--- src/common/ldh_pkg.sv ---
// package: shared constants and carriers for the display host port
package ldh_pkg;
   localparam int DATA_W = 8;
   localparam int CNT_W = 3;
   localparam logic [7:0] SHIFT_RST = 8'h00;
   localparam logic [2:0] CNT_RST = 3'h0;
   localparam logic [2:0] CNT_LAST = 3'h7;
   localparam logic [7:0] HOLD_RST = 8'h00;

   // one decoded transfer toward the core
   typedef struct packed {
      logic valid;
      logic is_data;
      logic [7:0] byte_val;
   } ldh_xfer_t;

   // core side of the display memory
   typedef struct packed {
      logic wr;
      logic rd;
      logic [7:0] wdata;
   } ldh_ram_req_t;
endpackage : ldh_pkg

--- src/core/ldh_host_port.sv ---
// module: parallel and serial host port of the bitmap display driver
// How it works
// - interface select high picks parallel port, low picks serial port
// - bus style high gives enable plus read/write; low gives read/write strobes
// - data/command high reads display data; low reads status byte
// - write with data/command low loads the instruction register
// - serial receiver is an 8-bit shift register and 3-bit counter
// - serial inputs accepted only while selected and serial mode chosen
// - deselect clears shift register and bit counter
// - each serial clock rise shifts one bit, most significant first
// - eighth serial clock rise transfers the byte
// - data/command sampled at eighth rise marks data or instruction
// - partial serial byte at deselect or reset becomes an instruction
// - serial mode has no read path
// - ram read goes to the holder; host gets it next read
// - ram write is held and committed on the next data write; a data read before that replaces it uncommitted
// - host accesses answered only while chip select low
// - deselected: data bus floats, control and serial inputs ignored
// - reset acts regardless of chip select
module ldh_host_port (
   input wire logic sys_clk,
   input wire logic nrst,
   input wire logic reset_n,
   input wire logic cs_n,
   input wire logic parallel_select,
   input wire logic bus_style_select,
   input wire logic data_command_select,
   input wire logic rd_strobe,
   input wire logic wr_strobe,
   input wire logic ser_data,
   input wire logic ser_clk,
   input wire logic [7:0] parallel_data_bus_in,
   output logic [7:0] parallel_data_bus_out,
   output logic parallel_data_bus_oe_n,
   input wire logic [7:0] status_byte,
   input wire logic [7:0] ram_rdata,
   output ldh_pkg::ldh_ram_req_t ram_req,
   output ldh_pkg::ldh_xfer_t instr_out
);
   ////////////////////////////////////////////////////////////////////
   // three-stage input synchronisers, change taken when stages 2 and 3 agree
   localparam int NS = 14;
   logic [NS-1:0] raw;
   logic [NS-1:0] s1_ff, s2_ff, s3_ff, flt_ff;
   logic [NS-1:0] nxt_s1, nxt_s2, nxt_s3, nxt_flt;
   assign raw = {parallel_data_bus_in, reset_n, cs_n, data_command_select,
                 rd_strobe, wr_strobe, ser_clk};
   // cs_n and strobes idle high, reset_n idle high
   localparam logic [NS-1:0] SYNC_RST = 14'h0036;

   always_comb begin
      nxt_s1 = raw;
      nxt_s2 = s1_ff;
      nxt_s3 = s2_ff;
      nxt_flt = flt_ff;
      for (int i = 0; i < NS; i++) begin
         if (s2_ff[i] == s3_ff[i]) begin
            nxt_flt[i] = s3_ff[i];
         end
      end
   end

   always_ff @(posedge sys_clk or negedge nrst) begin
      if (!nrst) begin
         s1_ff <= SYNC_RST;
         s2_ff <= SYNC_RST;
         s3_ff <= SYNC_RST;
         flt_ff <= SYNC_RST;
      end else begin
         s1_ff <= nxt_s1;
         s2_ff <= nxt_s2;
         s3_ff <= nxt_s3;
         flt_ff <= nxt_flt;
      end
   end

   // serial data sampled separately (3 stages, agreement filter)
   logic sd1_ff, sd2_ff, sd3_ff, sd_ff;
   always_ff @(posedge sys_clk or negedge nrst) begin
      if (!nrst) begin
         sd1_ff <= 1'b0;
         sd2_ff <= 1'b0;
         sd3_ff <= 1'b0;
         sd_ff <= 1'b0;
      end else begin
         sd1_ff <= ser_data;
         sd2_ff <= sd1_ff;
         sd3_ff <= sd2_ff;
         sd_ff <= (sd2_ff == sd3_ff) ? sd3_ff : sd_ff;
      end
   end

   logic [7:0] pd;
   logic rstn_s, csn_s, dc_s, rd_s, wr_s, sclk_s;
   assign {pd, rstn_s, csn_s, dc_s, rd_s, wr_s, sclk_s} = flt_ff;

   ////////////////////////////////////////////////////////////////////
   // previous levels for edge detection
   logic sclk_d_ff, csn_d_ff, rstn_d_ff, act_d_ff;
   logic par_act;
   logic par_rd;
   // bus style decode
   // 68 style: rd pin is enable (high active), wr pin is read/not-write
   assign par_act = bus_style_select ? rd_s : (!rd_s || !wr_s);
   assign par_rd = bus_style_select ? wr_s : !rd_s;

   // parallel cycle only when selected, pin reset high
   logic par_sel;
   assign par_sel = parallel_select && !csn_s && rstn_s;
   logic cyc_start, cyc_end;
   assign cyc_start = par_sel && par_act && !act_d_ff;
   assign cyc_end = act_d_ff && !(par_sel && par_act);

   // serial inputs live only when selected and serial mode
   logic ser_en;
   assign ser_en = !parallel_select && !csn_s && rstn_s;
   logic sclk_rise;
   assign sclk_rise = ser_en && sclk_s && !sclk_d_ff;

   ////////////////////////////////////////////////////////////////////
   // serial shifter, holder and parallel bus state
   logic [7:0] sh_ff, nxt_sh;
   logic [2:0] cnt_ff, nxt_cnt;
   logic [7:0] hold_ff, nxt_hold;
   logic hold_dirty_ff, nxt_hold_dirty;
   logic [7:0] dout_ff, nxt_dout;
   logic oe_n_ff, nxt_oe_n;
   logic rd_cyc_ff, nxt_rd_cyc;
   ldh_pkg::ldh_ram_req_t ram_ff, nxt_ram;
   ldh_pkg::ldh_xfer_t xfer_ff, nxt_xfer;
   logic abort;
   // deselect or pin reset edge while serial bits pending
   assign abort = !parallel_select && (cnt_ff != ldh_pkg::CNT_RST)
                  && ((csn_s && !csn_d_ff) || (!rstn_s && rstn_d_ff));

   always_comb begin
      nxt_sh = sh_ff;
      nxt_cnt = cnt_ff;
      nxt_hold = hold_ff;
      nxt_hold_dirty = hold_dirty_ff;
      nxt_dout = dout_ff;
      nxt_oe_n = oe_n_ff;
      nxt_rd_cyc = rd_cyc_ff;
      nxt_ram = '0;
      nxt_xfer = '0;
      if (sclk_rise) begin
         nxt_sh = {sh_ff[6:0], sd_ff};
         nxt_cnt = cnt_ff + 3'h1;
         // eighth edge delivers the byte, data/command sampled
         if (cnt_ff == ldh_pkg::CNT_LAST) begin
            nxt_xfer.valid = 1'b1;
            nxt_xfer.is_data = dc_s;
            nxt_xfer.byte_val = {sh_ff[6:0], sd_ff};
            nxt_cnt = ldh_pkg::CNT_RST;
            // serial data goes through the holder as well
            if (dc_s) begin
               nxt_ram.wr = hold_dirty_ff;
               nxt_ram.wdata = hold_ff;
               nxt_hold = {sh_ff[6:0], sd_ff};
               nxt_hold_dirty = 1'b1;
            end
         end
      end
      // partial byte taken as an instruction
      if (abort) begin
         nxt_xfer.valid = 1'b1;
         nxt_xfer.is_data = 1'b0;
         nxt_xfer.byte_val = sh_ff;
      end
      if (csn_s || !rstn_s || parallel_select) begin
         nxt_sh = ldh_pkg::SHIFT_RST;
         nxt_cnt = ldh_pkg::CNT_RST;
      end
      if (cyc_start) begin
         nxt_rd_cyc = par_rd;
         if (par_rd) begin
            nxt_oe_n = 1'b0;
            // status or held display data onto the bus
            if (dc_s) begin
               // host gets last held word, holder refetches
               nxt_dout = hold_ff;
               nxt_ram.rd = 1'b1;
            end else begin
               nxt_dout = status_byte;
            end
         end
      end
      // fetched word lands in holder one cycle after the read request
      if (ram_ff.rd) begin
         nxt_hold = ram_rdata;
         nxt_hold_dirty = 1'b0;
      end
      if (cyc_end) begin
         nxt_oe_n = 1'b1;
         if (!rd_cyc_ff) begin
            if (dc_s) begin
               // commit previous held byte, hold the new one
               nxt_ram.wr = hold_dirty_ff;
               nxt_ram.wdata = hold_ff;
               nxt_hold = pd;
               nxt_hold_dirty = 1'b1;
            end else begin
               nxt_xfer.valid = 1'b1;
               nxt_xfer.is_data = 1'b0;
               nxt_xfer.byte_val = pd;
            end
         end
      end
      // no drive when deselected or in serial mode
      if (csn_s || !parallel_select || !rstn_s) begin
         nxt_oe_n = 1'b1;
      end
   end

   always_ff @(posedge sys_clk or negedge nrst) begin
      if (!nrst) begin
         sh_ff <= ldh_pkg::SHIFT_RST;
         cnt_ff <= ldh_pkg::CNT_RST;
         hold_ff <= ldh_pkg::HOLD_RST;
         hold_dirty_ff <= 1'b0;
         dout_ff <= 8'h00;
         oe_n_ff <= 1'b1;
         rd_cyc_ff <= 1'b0;
         ram_ff <= '0;
         xfer_ff <= '0;
         sclk_d_ff <= 1'b0;
         csn_d_ff <= 1'b1;
         rstn_d_ff <= 1'b1;
         act_d_ff <= 1'b0;
      end else begin
         sh_ff <= nxt_sh;
         cnt_ff <= nxt_cnt;
         hold_ff <= nxt_hold;
         hold_dirty_ff <= nxt_hold_dirty;
         dout_ff <= nxt_dout;
         oe_n_ff <= nxt_oe_n;
         rd_cyc_ff <= nxt_rd_cyc;
         ram_ff <= nxt_ram;
         xfer_ff <= nxt_xfer;
         sclk_d_ff <= sclk_s;
         csn_d_ff <= csn_s;
         rstn_d_ff <= rstn_s;
         act_d_ff <= par_sel && par_act;
      end
   end

   assign parallel_data_bus_out = dout_ff;
   assign parallel_data_bus_oe_n = oe_n_ff;
   assign ram_req = ram_ff;
   assign instr_out = xfer_ff;

   ////////////////////////////////////////////////////////////////////
   // checks
   a_bus_float_desel: assert property (@(posedge sys_clk) disable iff (!nrst)
      csn_s |=> parallel_data_bus_oe_n)
      else $error("data bus driven while deselected");
   a_serial_no_read: assert property (@(posedge sys_clk) disable iff (!nrst)
      !parallel_select |=> parallel_data_bus_oe_n)
      else $error("data bus driven in serial mode");
   a_desel_clears: assert property (@(posedge sys_clk) disable iff (!nrst)
      csn_s |=> (cnt_ff == 3'h0) && (sh_ff == 8'h00))
      else $error("shifter not cleared on deselect");
   a_eighth_byte: assert property (@(posedge sys_clk) disable iff (!nrst)
      (sclk_rise && cnt_ff == 3'h7) |=> instr_out.valid && instr_out.is_data == $past(dc_s))
      else $error("eighth edge gave no byte");
   a_serial_gate: assert property (@(posedge sys_clk) disable iff (!nrst)
      (parallel_select || csn_s) |=> $stable(cnt_ff) || cnt_ff == 3'h0)
      else $error("serial counter moved while gated");
   a_count_step: assert property (@(posedge sys_clk) disable iff (!nrst)
      (sclk_rise && cnt_ff != 3'h7 && !csn_s) |=> cnt_ff == $past(cnt_ff) + 3'h1)
      else $error("bit counter did not step");
   a_instr_write: assert property (@(posedge sys_clk) disable iff (!nrst)
      (cyc_end && !rd_cyc_ff && !dc_s) |=> instr_out.valid && !instr_out.is_data)
      else $error("instruction write lost");
   a_status_read: assert property (@(posedge sys_clk) disable iff (!nrst)
      (cyc_start && par_rd && !dc_s) |=> !parallel_data_bus_oe_n
         && parallel_data_bus_out == $past(status_byte))
      else $error("status read wrong");
   a_partial_instr: assert property (@(posedge sys_clk) disable iff (!nrst)
      abort |=> instr_out.valid && !instr_out.is_data)
      else $error("partial byte not taken as instruction");
endmodule : ldh_host_port

--- config.mk ---
export PLATFORM = sky130hd
export DESIGN_NAME = ldh_host_port
export DESIGN_NICKNAME = d
export VERILOG_FILES = /design/src/common/ldh_pkg.sv /design/src/core/ldh_host_port.sv
export SDC_FILE = /design/constraint.sdc
export NUM_CORES = 1
export LEC_CHECK = 0
export BUFFER_PORTS_ARGS = -buffer_cell sky130_fd_sc_hd__buf_2
export CELL_PAD_IN_SITES_DETAIL_PLACEMENT = 2
export CELL_PAD_IN_SITES_GLOBAL_PLACEMENT = 2
export CORE_MARGIN = 10
export CORE_UTILIZATION = 39
export DETAILED_ROUTE_END_ITERATION = 7
export GPL_TIMING_DRIVEN = 0
export PLACE_DENSITY_LB_ADDON = 0.1
export SLEW_MARGIN = 20
export SYNTH_ARGS = -nofsm -noshare
export SYNTH_HDL_FRONTEND = slang
export SYNTH_SLANG_ARGS = --single-unit
--- constraint.sdc ---
create_clock -name sys_clk -period 2.5 [get_ports sys_clk]
set_clock_uncertainty 0.05 [all_clocks]
set_input_delay 0.75 -clock sys_clk [delete_from_list [all_inputs] [get_ports sys_clk]]
set_output_delay 0.75 -clock sys_clk [all_outputs]
set_load 0.005 [all_outputs]
==> flow_results.xml, run 1 <==
<?xml version="1.0" encoding="UTF-8"?>
<metrics>
  <group name="floorplan">
    <metric name="die_y" unit="um">123.8</metric>
    <metric name="core-area" unit="sq um">10420</metric>
    <metric name="initial_utilization" unit="%">40.35</metric>
    <metric name="floorplan.die.width" unit="um">123.8</metric>
    <metric name="io-pin-count" unit="">64</metric>
    <metric name="rows" unit="">37</metric>
    <metric name="die_area" unit="sq um">15330</metric>
  </group>
  <group name="final_layout">
    <metric name="register_area" unit="sq um">2877</metric>
    <metric name="antenna-diode-count" unit="">0</metric>
    <metric name="drive_gt1_share" unit="%">37.24</metric>
    <metric name="nFillCells" unit="">1005</metric>
    <metric name="area_of_combinational_cells_with_multiple_inputs" unit="sq um">1202</metric>
    <metric name="finalNetCount" unit="">412</metric>
    <metric name="syn_to_final_growth" unit="%">25.36</metric>
  </group>
  <group name="clocking">
    <metric name="insertion_delay" unit="ns">0.52</metric>
    <metric name="root_buffer" unit="">sky130_fd_sc_hd__clkbuf_8</metric>
    <metric name="cts-buffers-inserted" unit="">17</metric>
    <metric name="cts_tree" unit="">built</metric>
    <metric name="ctsLongestPathBuffers" unit="">2</metric>
    <metric name="clk_pin_slew_worst_paths" unit="ns">0.05</metric>
    <metric name="cts_hold_buf" unit="">0</metric>
    <metric name="cts_repair_resize_count" unit="">0</metric>
    <metric name="htreeDepth" unit="">4</metric>
    <metric name="numClockSinks" unit="">114</metric>
    <metric name="cts.repair_timing.setup_buffer_count" unit="">0</metric>
  </group>
  <group name="synthesis">
    <metric name="synth.mux.area_fraction" unit="%">5.001</metric>
    <metric name="synthXorXnorAreaFrac" unit="%">0</metric>
    <metric name="yosys_warnings" unit="">0</metric>
    <metric name="syn_nets" unit="">329</metric>
    <metric name="synthesized_area_per_cell" unit="sq um">14.54</metric>
    <metric name="synth_top_flop_cell" unit="">sky130_fd_sc_hd__dfrtp_1</metric>
    <metric name="synth_top_area_share" unit="%">56.56</metric>
    <metric name="synth-adder-area-share" unit="%">5.061</metric>
    <metric name="postSynthCellCount" unit="">289</metric>
    <metric name="yosys.area_share.simple" unit="%">9.973</metric>
    <metric name="synth_area_leaders" unit="">sky130_fd_sc_hd__dfrtp_1 (57%), sky130_fd_sc_hd__dfstp_2 (12%), sky130_fd_sc_hd__maj3_1 (3.6%), sky130_fd_sc_hd__mux2_4 (2.9%), sky130_fd_sc_hd__a22o_1 (2.3%)</metric>
    <metric name="netlist_area" unit="sq um">4203</metric>
    <metric name="yosys.area.top_type" unit="">sky130_fd_sc_hd__dfrtp_1</metric>
    <metric name="ys_types" unit="">37</metric>
    <metric name="synthMostInstantiatedCell" unit="">sky130_fd_sc_hd__dfrtp_1</metric>
    <metric name="synth_edf_count" unit="">0</metric>
    <metric name="number_of_synthesized_register_bits" unit="">114</metric>
    <metric name="synth-compound-area-share" unit="%">8.455</metric>
    <metric name="synthArstFlopShare" unit="%">100.0</metric>
    <metric name="post_synth_top_cells" unit="">sky130_fd_sc_hd__dfrtp_1 (95), sky130_fd_sc_hd__dfstp_2 (19), sky130_fd_sc_hd__inv_1 (17)</metric>
    <metric name="ys_seq_area_share" unit="%">68.44</metric>
    <metric name="dominant_combinational_cell_family_by_area_after_synthesis" unit="">simple AND/OR/NAND/NOR gates</metric>
  </group>
  <group name="timing">
    <metric name="final-hold-violation-count" unit="">0</metric>
    <metric name="max_freq" unit="MHz">440.7</metric>
    <metric name="transition_at_the_pin_with_the_smallest_max_transition_slack" unit="ns">0.6297</metric>
    <metric name="layout_setup_ws" unit="ns">0.2309</metric>
    <metric name="post-route-min-period" unit="ns">2.269</metric>
    <metric name="finalMaxSlewViolations" unit="">0</metric>
    <metric name="report.final.setup_viol" unit="">0</metric>
    <metric name="timing.max_slew.rel_slack" unit="%">57.84</metric>
    <metric name="rsz0062_at_grt" unit="">false</metric>
    <metric name="timing.final.crit_share" unit="%">90.76</metric>
  </group>
  <group name="worst_setup_path">
    <metric name="worst-setup-path-type" unit="">register to register</metric>
    <metric name="worstSetupEndpointType" unit="">register</metric>
    <metric name="critical_path.max_fanout" unit="">8</metric>
    <metric name="cell_chain_of_the_critical_path" unit="">nor2b_1 &gt; nand2_1 &gt; nand4_1 &gt; ha_1 &gt; or3b_1 &gt; o2111ai_2 &gt; o221ai_1</metric>
    <metric name="arrival_time_reported_for_the_critical_path_endpoint" unit="ns">2.57</metric>
    <metric name="worstPathRequired" unit="ns">2.81</metric>
    <metric name="timing.reg2reg.worst_path_depth" unit="">7</metric>
    <metric name="crit-reg2reg-launch" unit="">flt_ff[2]</metric>
    <metric name="crit_path_largest_cell_delay" unit="ns">0.53</metric>
    <metric name="r2r_slack" unit="ns">0.23</metric>
    <metric name="timing.critical_path.from_type" unit="">register</metric>
    <metric name="cp_slowest_cell" unit="">sky130_fd_sc_hd__dfstp_2</metric>
    <metric name="terminus_of_the_critical_flop_to_flop_path" unit="">instr_out[2]</metric>
  </group>
  <group name="global_routing">
    <metric name="grt_pass1_wl" unit="um">16390</metric>
    <metric name="grt_start_max_net_pins" unit="">63</metric>
    <metric name="first_global_vias" unit="">3013</metric>
    <metric name="grt_remaining_overflow" unit="">0</metric>
    <metric name="grt_antenna_before_repair" unit="">0</metric>
    <metric name="grt.total_usage" unit="%">14.14</metric>
  </group>
  <group name="placed_design">
    <metric name="placement.setup.worst_slack" unit="ns">-0.1648</metric>
    <metric name="gp_congestion" unit="">0.7491</metric>
    <metric name="port_buffers" unit="">63</metric>
    <metric name="dp_hpwl" unit="um">6770</metric>
  </group>
  <group name="flow_run">
    <metric name="drv_cap" unit="">0</metric>
  </group>
  <group name="power">
    <metric name="cellLeakagePower" unit="nW">2.460</metric>
    <metric name="worst_ir_drop_vdd" unit="mV">0.5264</metric>
    <metric name="cellPowerDensity" unit="nW/um^2">942.3</metric>
    <metric name="finalPower" unit="mW">4.965</metric>
  </group>
  <group name="routing">
    <metric name="detailedRoute.firstPassIterationCount" unit="">4</metric>
    <metric name="vias" unit="">2617</metric>
    <metric name="wl_per_cell" unit="um">19.18</metric>
    <metric name="drcViolationCount" unit="">0</metric>
    <metric name="detail_route.vias_per_cell" unit="">5.033</metric>
    <metric name="route.antenna.remaining_nets" unit="">0</metric>
    <metric name="finalWirelength" unit="um">9971</metric>
    <metric name="drtIter0Drc" unit="">124</metric>
  </group>
  <group name="status">
    <metric name="status" unit="">finished, final reports clean</metric>
  </group>
  <group name="hold_path">
    <metric name="worst_hold_path_type" unit="">input pin to asynchronous set/reset pin</metric>
  </group>
</metrics>
[routing by layer]
metal	up-vias	GRT usage [%]	wire length [um]
li1	1193	-	-
met1	1351	17.26	4428
met2	59	22.02	4821
met3	14	5.430	577
met4	0	5.895	143
met5	-	0	0
[report_power, final]
part	switching [mW]	total [mW]	internal, mW
Clock	0.801	2.20	1.40
Combinational	0.228	0.524	0.297
Sequential	0.159	2.24	2.08
Total	1.19	4.96	3.78
[per-stage QoR]
stage | instances | hold WS (ns) | instance area, sq um | TNS, ns | util, %
floorplan | 289 | 0.2812 | 4203 | 0 | -
global placement | 488 | 0.2815 | 4688 | -69.39 | 45.01
CTS | 520 | 0.1344 | 5263 | 0 | 50.52
detailed placement | 489 | 0.2858 | 4722 | -1.386 | 45.33
finish | 520 | 0.1408 | 5269 | 0 | 50.58
global route | 520 | 0.1480 | 5269 | 0 | 50.58
[cell type report]
class,count,area share (%)
flip-flops and latches,114,54.60
plain buffers,10,1.259
inverters,17,1.211
multi-input cells,148,22.82
clock inverters,11,2.185
repair buffers,64,6.626
well taps,136,3.230
clock buffers,20,8.074
[layout by cell type, fill, tap and decap left out, drive strengths merged]
cell type	n
a21oi	2
dfrtp	95
clkinvlp	4
a22o	11
dfstp	19
a311oi	8
maj3	15
clkbuf	23
o221ai	8
nand3b	1
o31ai	1
and3b	9
and4	1
nand4b	1
nor2b	6
and4b	1
buf	71
or3b	3
clkinv	5
nor3b	2
and3	1
nand2b	2
o21ai	11
o211ai	1
inv	17
mux2	16
nand2	10
bufinv	2
o2111ai	2
nand3	10
nor2	11
and2	9
nand4	1
ha	5
[how the worst max path moves through the flow]
stage / startpoint / to / slack [ns] / cells past startpoint
global placement: nrst / nxt_s2[9] / -0.71 / 1
detailed placement: bus_style_select / instr_out[0] / -0.16 / 8
floorplan: bus_style_select / instr_out[0] / 0.32 / 7
finish: flt_ff[2] / instr_out[2] / 0.23 / 7
global route: flt_ff[2] / hold_ff[6] / 0.002 / 8
CTS: flt_ff[2] / instr_out[0] / 0.12 / 7
[sequential cells by signal (all words and copies together) (netlist names), 3 cells and up]
signal                 flops
hold_ff                    8
flt_ff                    14
nxt_s3                    14
parallel_data_bus_out      8
cnt_ff                     3
s3_ff                     14
nxt_s2                    14
instr_out                 10
ram_req                   10
sh_ff                      8
[cells by family (layout without fill, tap and decap cells)]
logic type / Yosys count / after routing
flip-flops: 114 / 114
AND/OR/NAND/NOR: 68 / 68
multiplexers: 16 / 16
adder cells (fa/ha/maj): 20 / 20
AO/OA/AOI/OAI: 44 / 44
buffers and inverters: 27 / 122
[critical path: cells and delay by family, from the launching register on]
family                   cells  cell delay (ns)
adder cells (fa/ha/maj)      1             0.22
flip-flops                   1             0.53
AO/OA/AOI/OAI                2             0.46
AND/OR/NAND/NOR              4             0.86
(Power assumes the default switching activity.)
==> inputs of run 2 (changes only) <==
--- a/config.mk
+++ b/config.mk
@@ -5,13 +5,14 @@
 export SDC_FILE = /design/constraint.sdc
 export NUM_CORES = 1
 export LEC_CHECK = 0
-export BUFFER_PORTS_ARGS = -buffer_cell sky130_fd_sc_hd__buf_2
+export BUFFER_PORTS_ARGS = -buffer_cell sky130_fd_sc_hd__clkbuf_2
 export CELL_PAD_IN_SITES_DETAIL_PLACEMENT = 2
 export CELL_PAD_IN_SITES_GLOBAL_PLACEMENT = 2
 export CORE_MARGIN = 10
 export CORE_UTILIZATION = 39
 export DETAILED_ROUTE_END_ITERATION = 7
 export GPL_TIMING_DRIVEN = 0
+export HOLD_SLACK_MARGIN = 0.15
 export PLACE_DENSITY_LB_ADDON = 0.1
 export SLEW_MARGIN = 20
 export SYNTH_ARGS = -nofsm -noshare
==> run 2 against run 1 <==
Via count decreased by 0.38%. Fmax decreased by 1.3%. Cell count increased by 0.38%. Routed wire length decreased by 2.7%. Count of clock-buffer cells in the layout decreased by 1. Clock power increased by 2%. Die area unchanged. Combinational power decreased by 1%. Global-route usage decreased by 0.30 points. Hold slack improved by 0.12 ns. Critical path type unchanged.
==> flow_results.xml, run 2 (synthesis gave the netlist of run 1 again) <==
<?xml version="1.0" encoding="UTF-8"?>
<metrics>
  <group name="timing">
    <metric name="timing.final.crit_share" unit="%">91.93</metric>
    <metric name="timing.max_slew.rel_slack" unit="%">56.22</metric>
    <metric name="report.final.setup_viol" unit="">0</metric>
    <metric name="timing.hold.ws" unit="ns">0.2639</metric>
    <metric name="transition_at_the_pin_with_the_smallest_max_transition_slack" unit="ns">0.6538</metric>
    <metric name="final-hold-violation-count" unit="">0</metric>
    <metric name="finalMaxSlewViolations" unit="">0</metric>
    <metric name="rsz0062_at_grt" unit="">false</metric>
    <metric name="layout_setup_ws" unit="ns">0.2017</metric>
    <metric name="max_freq" unit="MHz">435.1</metric>
    <metric name="post-route-min-period" unit="ns">2.298</metric>
  </group>
  <group name="final_layout">
    <metric name="antenna-diode-count" unit="">0</metric>
    <metric name="drive_gt1_share" unit="%">37.82</metric>
    <metric name="finalNetCount" unit="">413</metric>
    <metric name="layout_common_cells" unit="">sky130_fd_sc_hd__dfrtp_1 (95), sky130_fd_sc_hd__clkbuf_2 (62), sky130_fd_sc_hd__dfstp_2 (19)</metric>
    <metric name="final_cell_count_no_fill" unit="">522</metric>
    <metric name="register_area" unit="sq um">2877</metric>
    <metric name="final_util" unit="%">50.96</metric>
    <metric name="mostFrequentLayoutCell" unit="">sky130_fd_sc_hd__dfrtp_1</metric>
    <metric name="syn_to_final_growth" unit="%">26.29</metric>
    <metric name="area_of_combinational_cells_with_multiple_inputs" unit="sq um">1202</metric>
    <metric name="nFillCells" unit="">994</metric>
  </group>
  <group name="worst_setup_path">
    <metric name="worstPathRequired" unit="ns">2.81</metric>
    <metric name="crit-reg2reg-launch" unit="">flt_ff[2]</metric>
    <metric name="r2r_slack" unit="ns">0.20</metric>
    <metric name="cell_chain_of_the_critical_path" unit="">nor2b_1 &gt; nand2_1 &gt; nand4_1 &gt; ha_1 &gt; or3b_1 &gt; o2111ai_2 &gt; o221ai_1</metric>
    <metric name="cp_slowest_cell" unit="">sky130_fd_sc_hd__dfstp_2</metric>
    <metric name="timing.critical_path.max_delay_family" unit="">simple AND/OR/NAND/NOR gates</metric>
    <metric name="timing.reg2reg.worst_path_depth" unit="">7</metric>
    <metric name="worst-setup-path-type" unit="">register to register</metric>
    <metric name="arrival_time_reported_for_the_critical_path_endpoint" unit="ns">2.60</metric>
    <metric name="terminus_of_the_critical_flop_to_flop_path" unit="">instr_out[3]</metric>
    <metric name="timing.critical_path.from_type" unit="">register</metric>
    <metric name="worstSetupEndpointType" unit="">register</metric>
    <metric name="crit_path_largest_cell_delay" unit="ns">0.53</metric>
    <metric name="critical_path_buf_inv_count" unit="">0</metric>
    <metric name="critical_path.max_fanout" unit="">8</metric>
  </group>
  <group name="clocking">
    <metric name="ctsLongestPathBuffers" unit="">2</metric>
    <metric name="root_buffer" unit="">sky130_fd_sc_hd__clkbuf_8</metric>
    <metric name="htreeDepth" unit="">4</metric>
    <metric name="cts_tree" unit="">built</metric>
    <metric name="numClockSinks" unit="">114</metric>
    <metric name="insertion_delay" unit="ns">0.52</metric>
    <metric name="clk_pin_slew_worst_paths" unit="ns">0.06</metric>
    <metric name="cts-buffers-inserted" unit="">17</metric>
  </group>
  <group name="routing">
    <metric name="route.antenna.remaining_nets" unit="">0</metric>
    <metric name="vias" unit="">2607</metric>
    <metric name="detailedRoute.firstPassIterationCount" unit="">4</metric>
    <metric name="wl_per_cell" unit="um">18.58</metric>
    <metric name="finalWirelength" unit="um">9700</metric>
    <metric name="detail_route.vias_per_cell" unit="">4.994</metric>
    <metric name="drcViolationCount" unit="">0</metric>
    <metric name="drtIter0Drc" unit="">151</metric>
  </group>
  <group name="placed_design">
    <metric name="placement.setup.worst_slack" unit="ns">-0.1558</metric>
    <metric name="port_buffers" unit="">63</metric>
    <metric name="placed_cells" unit="">489</metric>
    <metric name="gp_congestion" unit="">0.7489</metric>
    <metric name="dp_hpwl" unit="um">6611</metric>
  </group>
  <group name="hold_path">
    <metric name="worst_hold_path_type" unit="">input pin to register</metric>
    <metric name="worst_hold_path.endpoint" unit="">nxt_s2[1]</metric>
    <metric name="whs_path_depth" unit="">1</metric>
    <metric name="min_from" unit="">wr_strobe</metric>
  </group>
  <group name="floorplan">
    <metric name="core-area" unit="sq um">10420</metric>
    <metric name="die_area" unit="sq um">15330</metric>
    <metric name="initial_utilization" unit="%">40.35</metric>
    <metric name="rows" unit="">37</metric>
    <metric name="floorplan.die.width" unit="um">123.8</metric>
    <metric name="io-pin-count" unit="">64</metric>
    <metric name="die_y" unit="um">123.8</metric>
  </group>
  <group name="global_routing">
    <metric name="top_usage_layer" unit="">met2</metric>
    <metric name="met1_usage" unit="%">17.58</metric>
    <metric name="first_global_vias" unit="">2990</metric>
    <metric name="grt_remaining_overflow" unit="">0</metric>
    <metric name="grt.total_usage" unit="%">13.84</metric>
    <metric name="met3_usage" unit="%">6.018</metric>
    <metric name="global_route.usage.met2" unit="%">20.66</metric>
    <metric name="grt_pass1_wl" unit="um">16220</metric>
    <metric name="grt_start_max_net_pins" unit="">67</metric>
    <metric name="grt_antenna_before_repair" unit="">0</metric>
  </group>
  <group name="status">
    <metric name="status" unit="">finished, final reports clean</metric>
  </group>
  <group name="power">
    <metric name="cellLeakagePower" unit="nW">2.464</metric>
    <metric name="worst_ir_drop_vdd" unit="mV">0.4256</metric>
    <metric name="cellPowerDensity" unit="nW/um^2">944.3</metric>
  </group>
  <group name="flow_run">
    <metric name="drv_cap" unit="">0</metric>
  </group>
</metrics>
==> run 2: changes by cell type in the layout (fill, tap and decap cells not counted), sizes merged <==
cell and change:
inv +4, buf -63, bufinv -1, clkbuf +62
dlygate4sd3 +1, clkinv -1
==> run 2: cell type report <==
class	instances	share of cell area, %
plain buffers	10	1.226
clock inverters	13	2.381
inverters	17	1.202
flip-flops and latches	114	54.20
well taps	136	3.206
multi-input cells	148	22.65
repair buffers	65	6.813
clock buffers	19	8.322
==> run 2: worst reg2reg max path: stages (launching register included) <==
cell,delay (ns)
sky130_fd_sc_hd__dfstp_2,0.53
sky130_fd_sc_hd__nor2b_1,0.20
sky130_fd_sc_hd__nand2_1,0.11
sky130_fd_sc_hd__nand4_1,0.10
sky130_fd_sc_hd__ha_1,0.23
sky130_fd_sc_hd__or3b_1,0.45
sky130_fd_sc_hd__o2111ai_2,0.24
sky130_fd_sc_hd__o221ai_1,0.23
==> run 2: worst max-delay path by stage <==
stage	startpoint	to	slack (ns)	cells past startpoint
3_5_place_dp	bus_style_select	instr_out[3]	-0.16	8
4_1_cts	flt_ff[2]	instr_out[3]	0.07	7
3_3_place_gp	nrst	nxt_s2[9]	-0.99	1
2_1_floorplan	bus_style_select	instr_out[0]	0.32	7
6_report	flt_ff[2]	instr_out[3]	0.20	7
5_1_grt	flt_ff[5]	hold_ff[4]	0.01	7
==> run 2: metrics by stage <==
step | total power [mW] | setup TNS [ns] | cell area, sq um
2_1_floorplan | 2.528 | 0 | 4203
5_1_grt | 5.285 | 0 | 5308
4_1_cts | 5.107 | 0 | 5303
6_report | 5.012 | 0 | 5308
3_5_place_dp | 2.794 | -1.200 | 4725
3_3_place_gp | 2.749 | -99.79 | 4688
==> run 2: layer usage <==
layer | vias up | share of wire [%]
li1 | 1200 | -
met5 | - | 0
met4 | 0 | 1.4
met1 | 1338 | 44
met3 | 11 | 6.3
met2 | 58 | 48
==> run 2: report_power, final <==
part           total [mW]  leakage (nW)  switching (mW)  internal [mW]
clock                2.25         0.268           0.870           1.38
sequential           2.24          1.38           0.159           2.08
combinational       0.518         0.814           0.221          0.297
==> run 2: repair_timing <==
| action | CTS | global route |
|---|---|---|
| hold endpoints to repair | 29 | 0 |
| resized for setup | 0 | 1 |
| setup endpoints to repair | 0 | 8 |
| buffers inserted | 0 | 0 |
| hold buffers | 1 | 0 |
==> inputs of run 3 (changes only) <==
--- a/config.mk
+++ b/config.mk
@@ -9,10 +9,10 @@
 export CELL_PAD_IN_SITES_DETAIL_PLACEMENT = 2
 export CELL_PAD_IN_SITES_GLOBAL_PLACEMENT = 2
 export CORE_MARGIN = 10
-export CORE_UTILIZATION = 39
+export CORE_UTILIZATION = 25
 export DETAILED_ROUTE_END_ITERATION = 7
 export GPL_TIMING_DRIVEN = 0
-export HOLD_SLACK_MARGIN = 0.15
+export HOLD_SLACK_MARGIN = 0.05
 export PLACE_DENSITY_LB_ADDON = 0.1
 export SLEW_MARGIN = 20
 export SYNTH_ARGS = -nofsm -noshare
==> run 3 against run 2 <==
Global-route usage is 3.9 points lower. Sequential power hardly changed. Total power grew 2.4%. Largest power group unchanged. Hold slack got worse by 0.093 ns. Design area up 2.4%. Routed wire length increased by 4.5%. First-iteration DRC count down 28%. Sequential share of layout area is 1.3 points lower. Via count down 1.4%. Setup slack better by 0.0064 ns. Cell count is 16% higher. Sequential cell count unchanged.
==> flow_results.xml, run 3 (synthesis gave the netlist of run 1 again) <==
<?xml version="1.0" encoding="UTF-8"?>
<metrics>
  <group name="timing">
    <metric name="timing.hold.ws" unit="ns">0.1711</metric>
    <metric name="post-route-min-period" unit="ns">2.292</metric>
    <metric name="report.final.setup_viol" unit="">0</metric>
    <metric name="transition_at_the_pin_with_the_smallest_max_transition_slack" unit="ns">0.6394</metric>
    <metric name="finalMaxSlewViolations" unit="">0</metric>
    <metric name="timing.final.crit_share" unit="%">91.68</metric>
    <metric name="timing.max_slew.rel_slack" unit="%">57.19</metric>
    <metric name="max_freq" unit="MHz">436.3</metric>
    <metric name="final-hold-violation-count" unit="">0</metric>
    <metric name="rsz0062_at_grt" unit="">false</metric>
    <metric name="layout_setup_ws" unit="ns">0.2081</metric>
  </group>
  <group name="final_layout">
    <metric name="nFillCells" unit="">1707</metric>
    <metric name="layout_common_cells" unit="">sky130_fd_sc_hd__dfrtp_1 (95), sky130_fd_sc_hd__clkbuf_2 (63), sky130_fd_sc_hd__dfstp_2 (19)</metric>
    <metric name="final_util" unit="%">32.90</metric>
    <metric name="syn_to_final_growth" unit="%">29.35</metric>
    <metric name="antenna-diode-count" unit="">0</metric>
    <metric name="drive_gt1_share" unit="%">37.92</metric>
    <metric name="mostFrequentLayoutCell" unit="">sky130_fd_sc_hd__dfrtp_1</metric>
    <metric name="finalNetCount" unit="">412</metric>
  </group>
  <group name="clocking">
    <metric name="htreeDepth" unit="">4</metric>
    <metric name="root_buffer" unit="">sky130_fd_sc_hd__clkbuf_16</metric>
    <metric name="cts_hold_buf" unit="">0</metric>
    <metric name="numClockSinks" unit="">114</metric>
    <metric name="cts-buffers-inserted" unit="">17</metric>
    <metric name="cts_repair_resize_count" unit="">0</metric>
    <metric name="insertion_delay" unit="ns">0.42</metric>
    <metric name="cts_tree" unit="">built</metric>
    <metric name="ctsLongestPathBuffers" unit="">2</metric>
    <metric name="cts.repair_timing.setup_buffer_count" unit="">0</metric>
    <metric name="clk_pin_slew_worst_paths" unit="ns">0.06</metric>
  </group>
  <group name="power">
    <metric name="cellLeakagePower" unit="nW">2.466</metric>
    <metric name="cellPowerDensity" unit="nW/um^2">944.4</metric>
    <metric name="worst_ir_drop_vdd" unit="mV">0.4731</metric>
    <metric name="finalPower" unit="mW">5.134</metric>
  </group>
  <group name="worst_setup_path">
    <metric name="crit-reg2reg-launch" unit="">flt_ff[2]</metric>
    <metric name="timing.critical_path.from_type" unit="">register</metric>
    <metric name="critical_path.max_fanout" unit="">10</metric>
    <metric name="r2r_slack" unit="ns">0.21</metric>
    <metric name="endpoint" unit="">hold_ff[0]</metric>
    <metric name="worst-setup-path-type" unit="">register to register</metric>
    <metric name="timing.reg2reg.worst_path_depth" unit="">8</metric>
    <metric name="terminus_of_the_critical_flop_to_flop_path" unit="">hold_ff[0]</metric>
    <metric name="worstSetupStartpoint" unit="">flt_ff[2]</metric>
    <metric name="worstSetupEndpointType" unit="">register</metric>
    <metric name="worstPathRequired" unit="ns">2.77</metric>
    <metric name="arrival_time_reported_for_the_critical_path_endpoint" unit="ns">2.56</metric>
  </group>
  <group name="placed_design">
    <metric name="port_buffers" unit="">63</metric>
    <metric name="placement.setup.worst_slack" unit="ns">-0.2297</metric>
    <metric name="gp_congestion" unit="">0.6887</metric>
    <metric name="dp_hpwl" unit="um">7124</metric>
  </group>
  <group name="routing">
    <metric name="drtIter0Drc" unit="">108</metric>
    <metric name="detailedRoute.firstPassIterationCount" unit="">4</metric>
    <metric name="drcViolationCount" unit="">0</metric>
    <metric name="detail_route.vias_per_cell" unit="">4.248</metric>
    <metric name="finalWirelength" unit="um">10140</metric>
    <metric name="vias" unit="">2570</metric>
    <metric name="wl_per_cell" unit="um">16.75</metric>
    <metric name="route.antenna.remaining_nets" unit="">0</metric>
  </group>
  <group name="floorplan">
    <metric name="rows" unit="">47</metric>
    <metric name="die_y" unit="um">149.7</metric>
    <metric name="die_area" unit="sq um">22400</metric>
    <metric name="initial_utilization" unit="%">25.43</metric>
    <metric name="io-pin-count" unit="">64</metric>
    <metric name="core-area" unit="sq um">16520</metric>
    <metric name="floorplan.die.width" unit="um">149.7</metric>
  </group>
  <group name="global_routing">
    <metric name="grt_pass1_wl" unit="um">17030</metric>
    <metric name="grt.total_usage" unit="%">9.965</metric>
    <metric name="first_global_vias" unit="">3018</metric>
    <metric name="grt_start_max_net_pins" unit="">87</metric>
    <metric name="grt_remaining_overflow" unit="">0</metric>
    <metric name="grt_antenna_before_repair" unit="">0</metric>
  </group>
  <group name="status">
    <metric name="status" unit="">finished, final reports clean</metric>
  </group>
  <group name="hold_path">
    <metric name="worst_hold_path_type" unit="">input pin to asynchronous set/reset pin</metric>
  </group>
  <group name="flow_run">
    <metric name="drv_cap" unit="">0</metric>
  </group>
</metrics>
==> run 3: worst min-delay path by stage <==
stage                    to  slack (ns)  cells past startpoint
2_1_floorplan     nxt_s3[0]        0.28                      0
3_3_place_gp     nxt_s3[13]        0.28                      0
3_5_place_dp     nxt_s3[11]        0.29                      0
4_1_cts        instr_out[9]        0.16                      1
5_1_grt        instr_out[9]        0.17                      1
6_report       instr_out[9]        0.17                      1
==> run 3: critical path, cell delays in order (launching register included) <==
cell	delay (ns)
sky130_fd_sc_hd__dfstp_2	0.53
sky130_fd_sc_hd__nor2b_1	0.21
sky130_fd_sc_hd__nand2_1	0.11
sky130_fd_sc_hd__nand4_1	0.10
sky130_fd_sc_hd__ha_1	0.22
sky130_fd_sc_hd__nand3b_2	0.23
sky130_fd_sc_hd__nor2b_1	0.21
sky130_fd_sc_hd__clkbuf_1	0.24
sky130_fd_sc_hd__a311oi_1	0.28
==> run 3: layer usage <==
metal	vias to the layer above	track usage, %	share of wire [%]
li1	1187	-	-
met1	1312	12.75	48
met2	57	14.06	44
met3	14	3.986	5.9
met4	0	5.394	2.1
met5	-	0	0
==> run 3: per-stage QoR <==
stage          instance area, sq um  setup TNS (ns)  std cells
2_1_floorplan                  4203               0        289
6_report                       5436               0        605
3_5_place_dp                   4830          -2.490        573
4_1_cts                        5419               0        605
3_3_place_gp                   4793         -122.48        572
5_1_grt                        5436               0        605
==> run 3: where the power goes <==
| part | internal (mW) | switching (mW) |
|---|---|---|
| registers | 2.08 | 0.148 |
| logic | 0.296 | 0.218 |
| clock network | 1.52 | 0.874 |
==> run 3: area by class of cell <==
type | instances | area, sq um | area share (%)
multi-input cells | 148 | 1214 | 22.32
clock buffers | 20 | 456.7 | 8.400
well taps | 220 | 275.3 | 5.063
inverters | 17 | 63.81 | 1.174
repair buffers | 64 | 351.6 | 6.467
plain buffers | 10 | 66.31 | 1.220
flip-flops and latches | 114 | 2877 | 52.91
clock inverters | 12 | 132.6 | 2.440
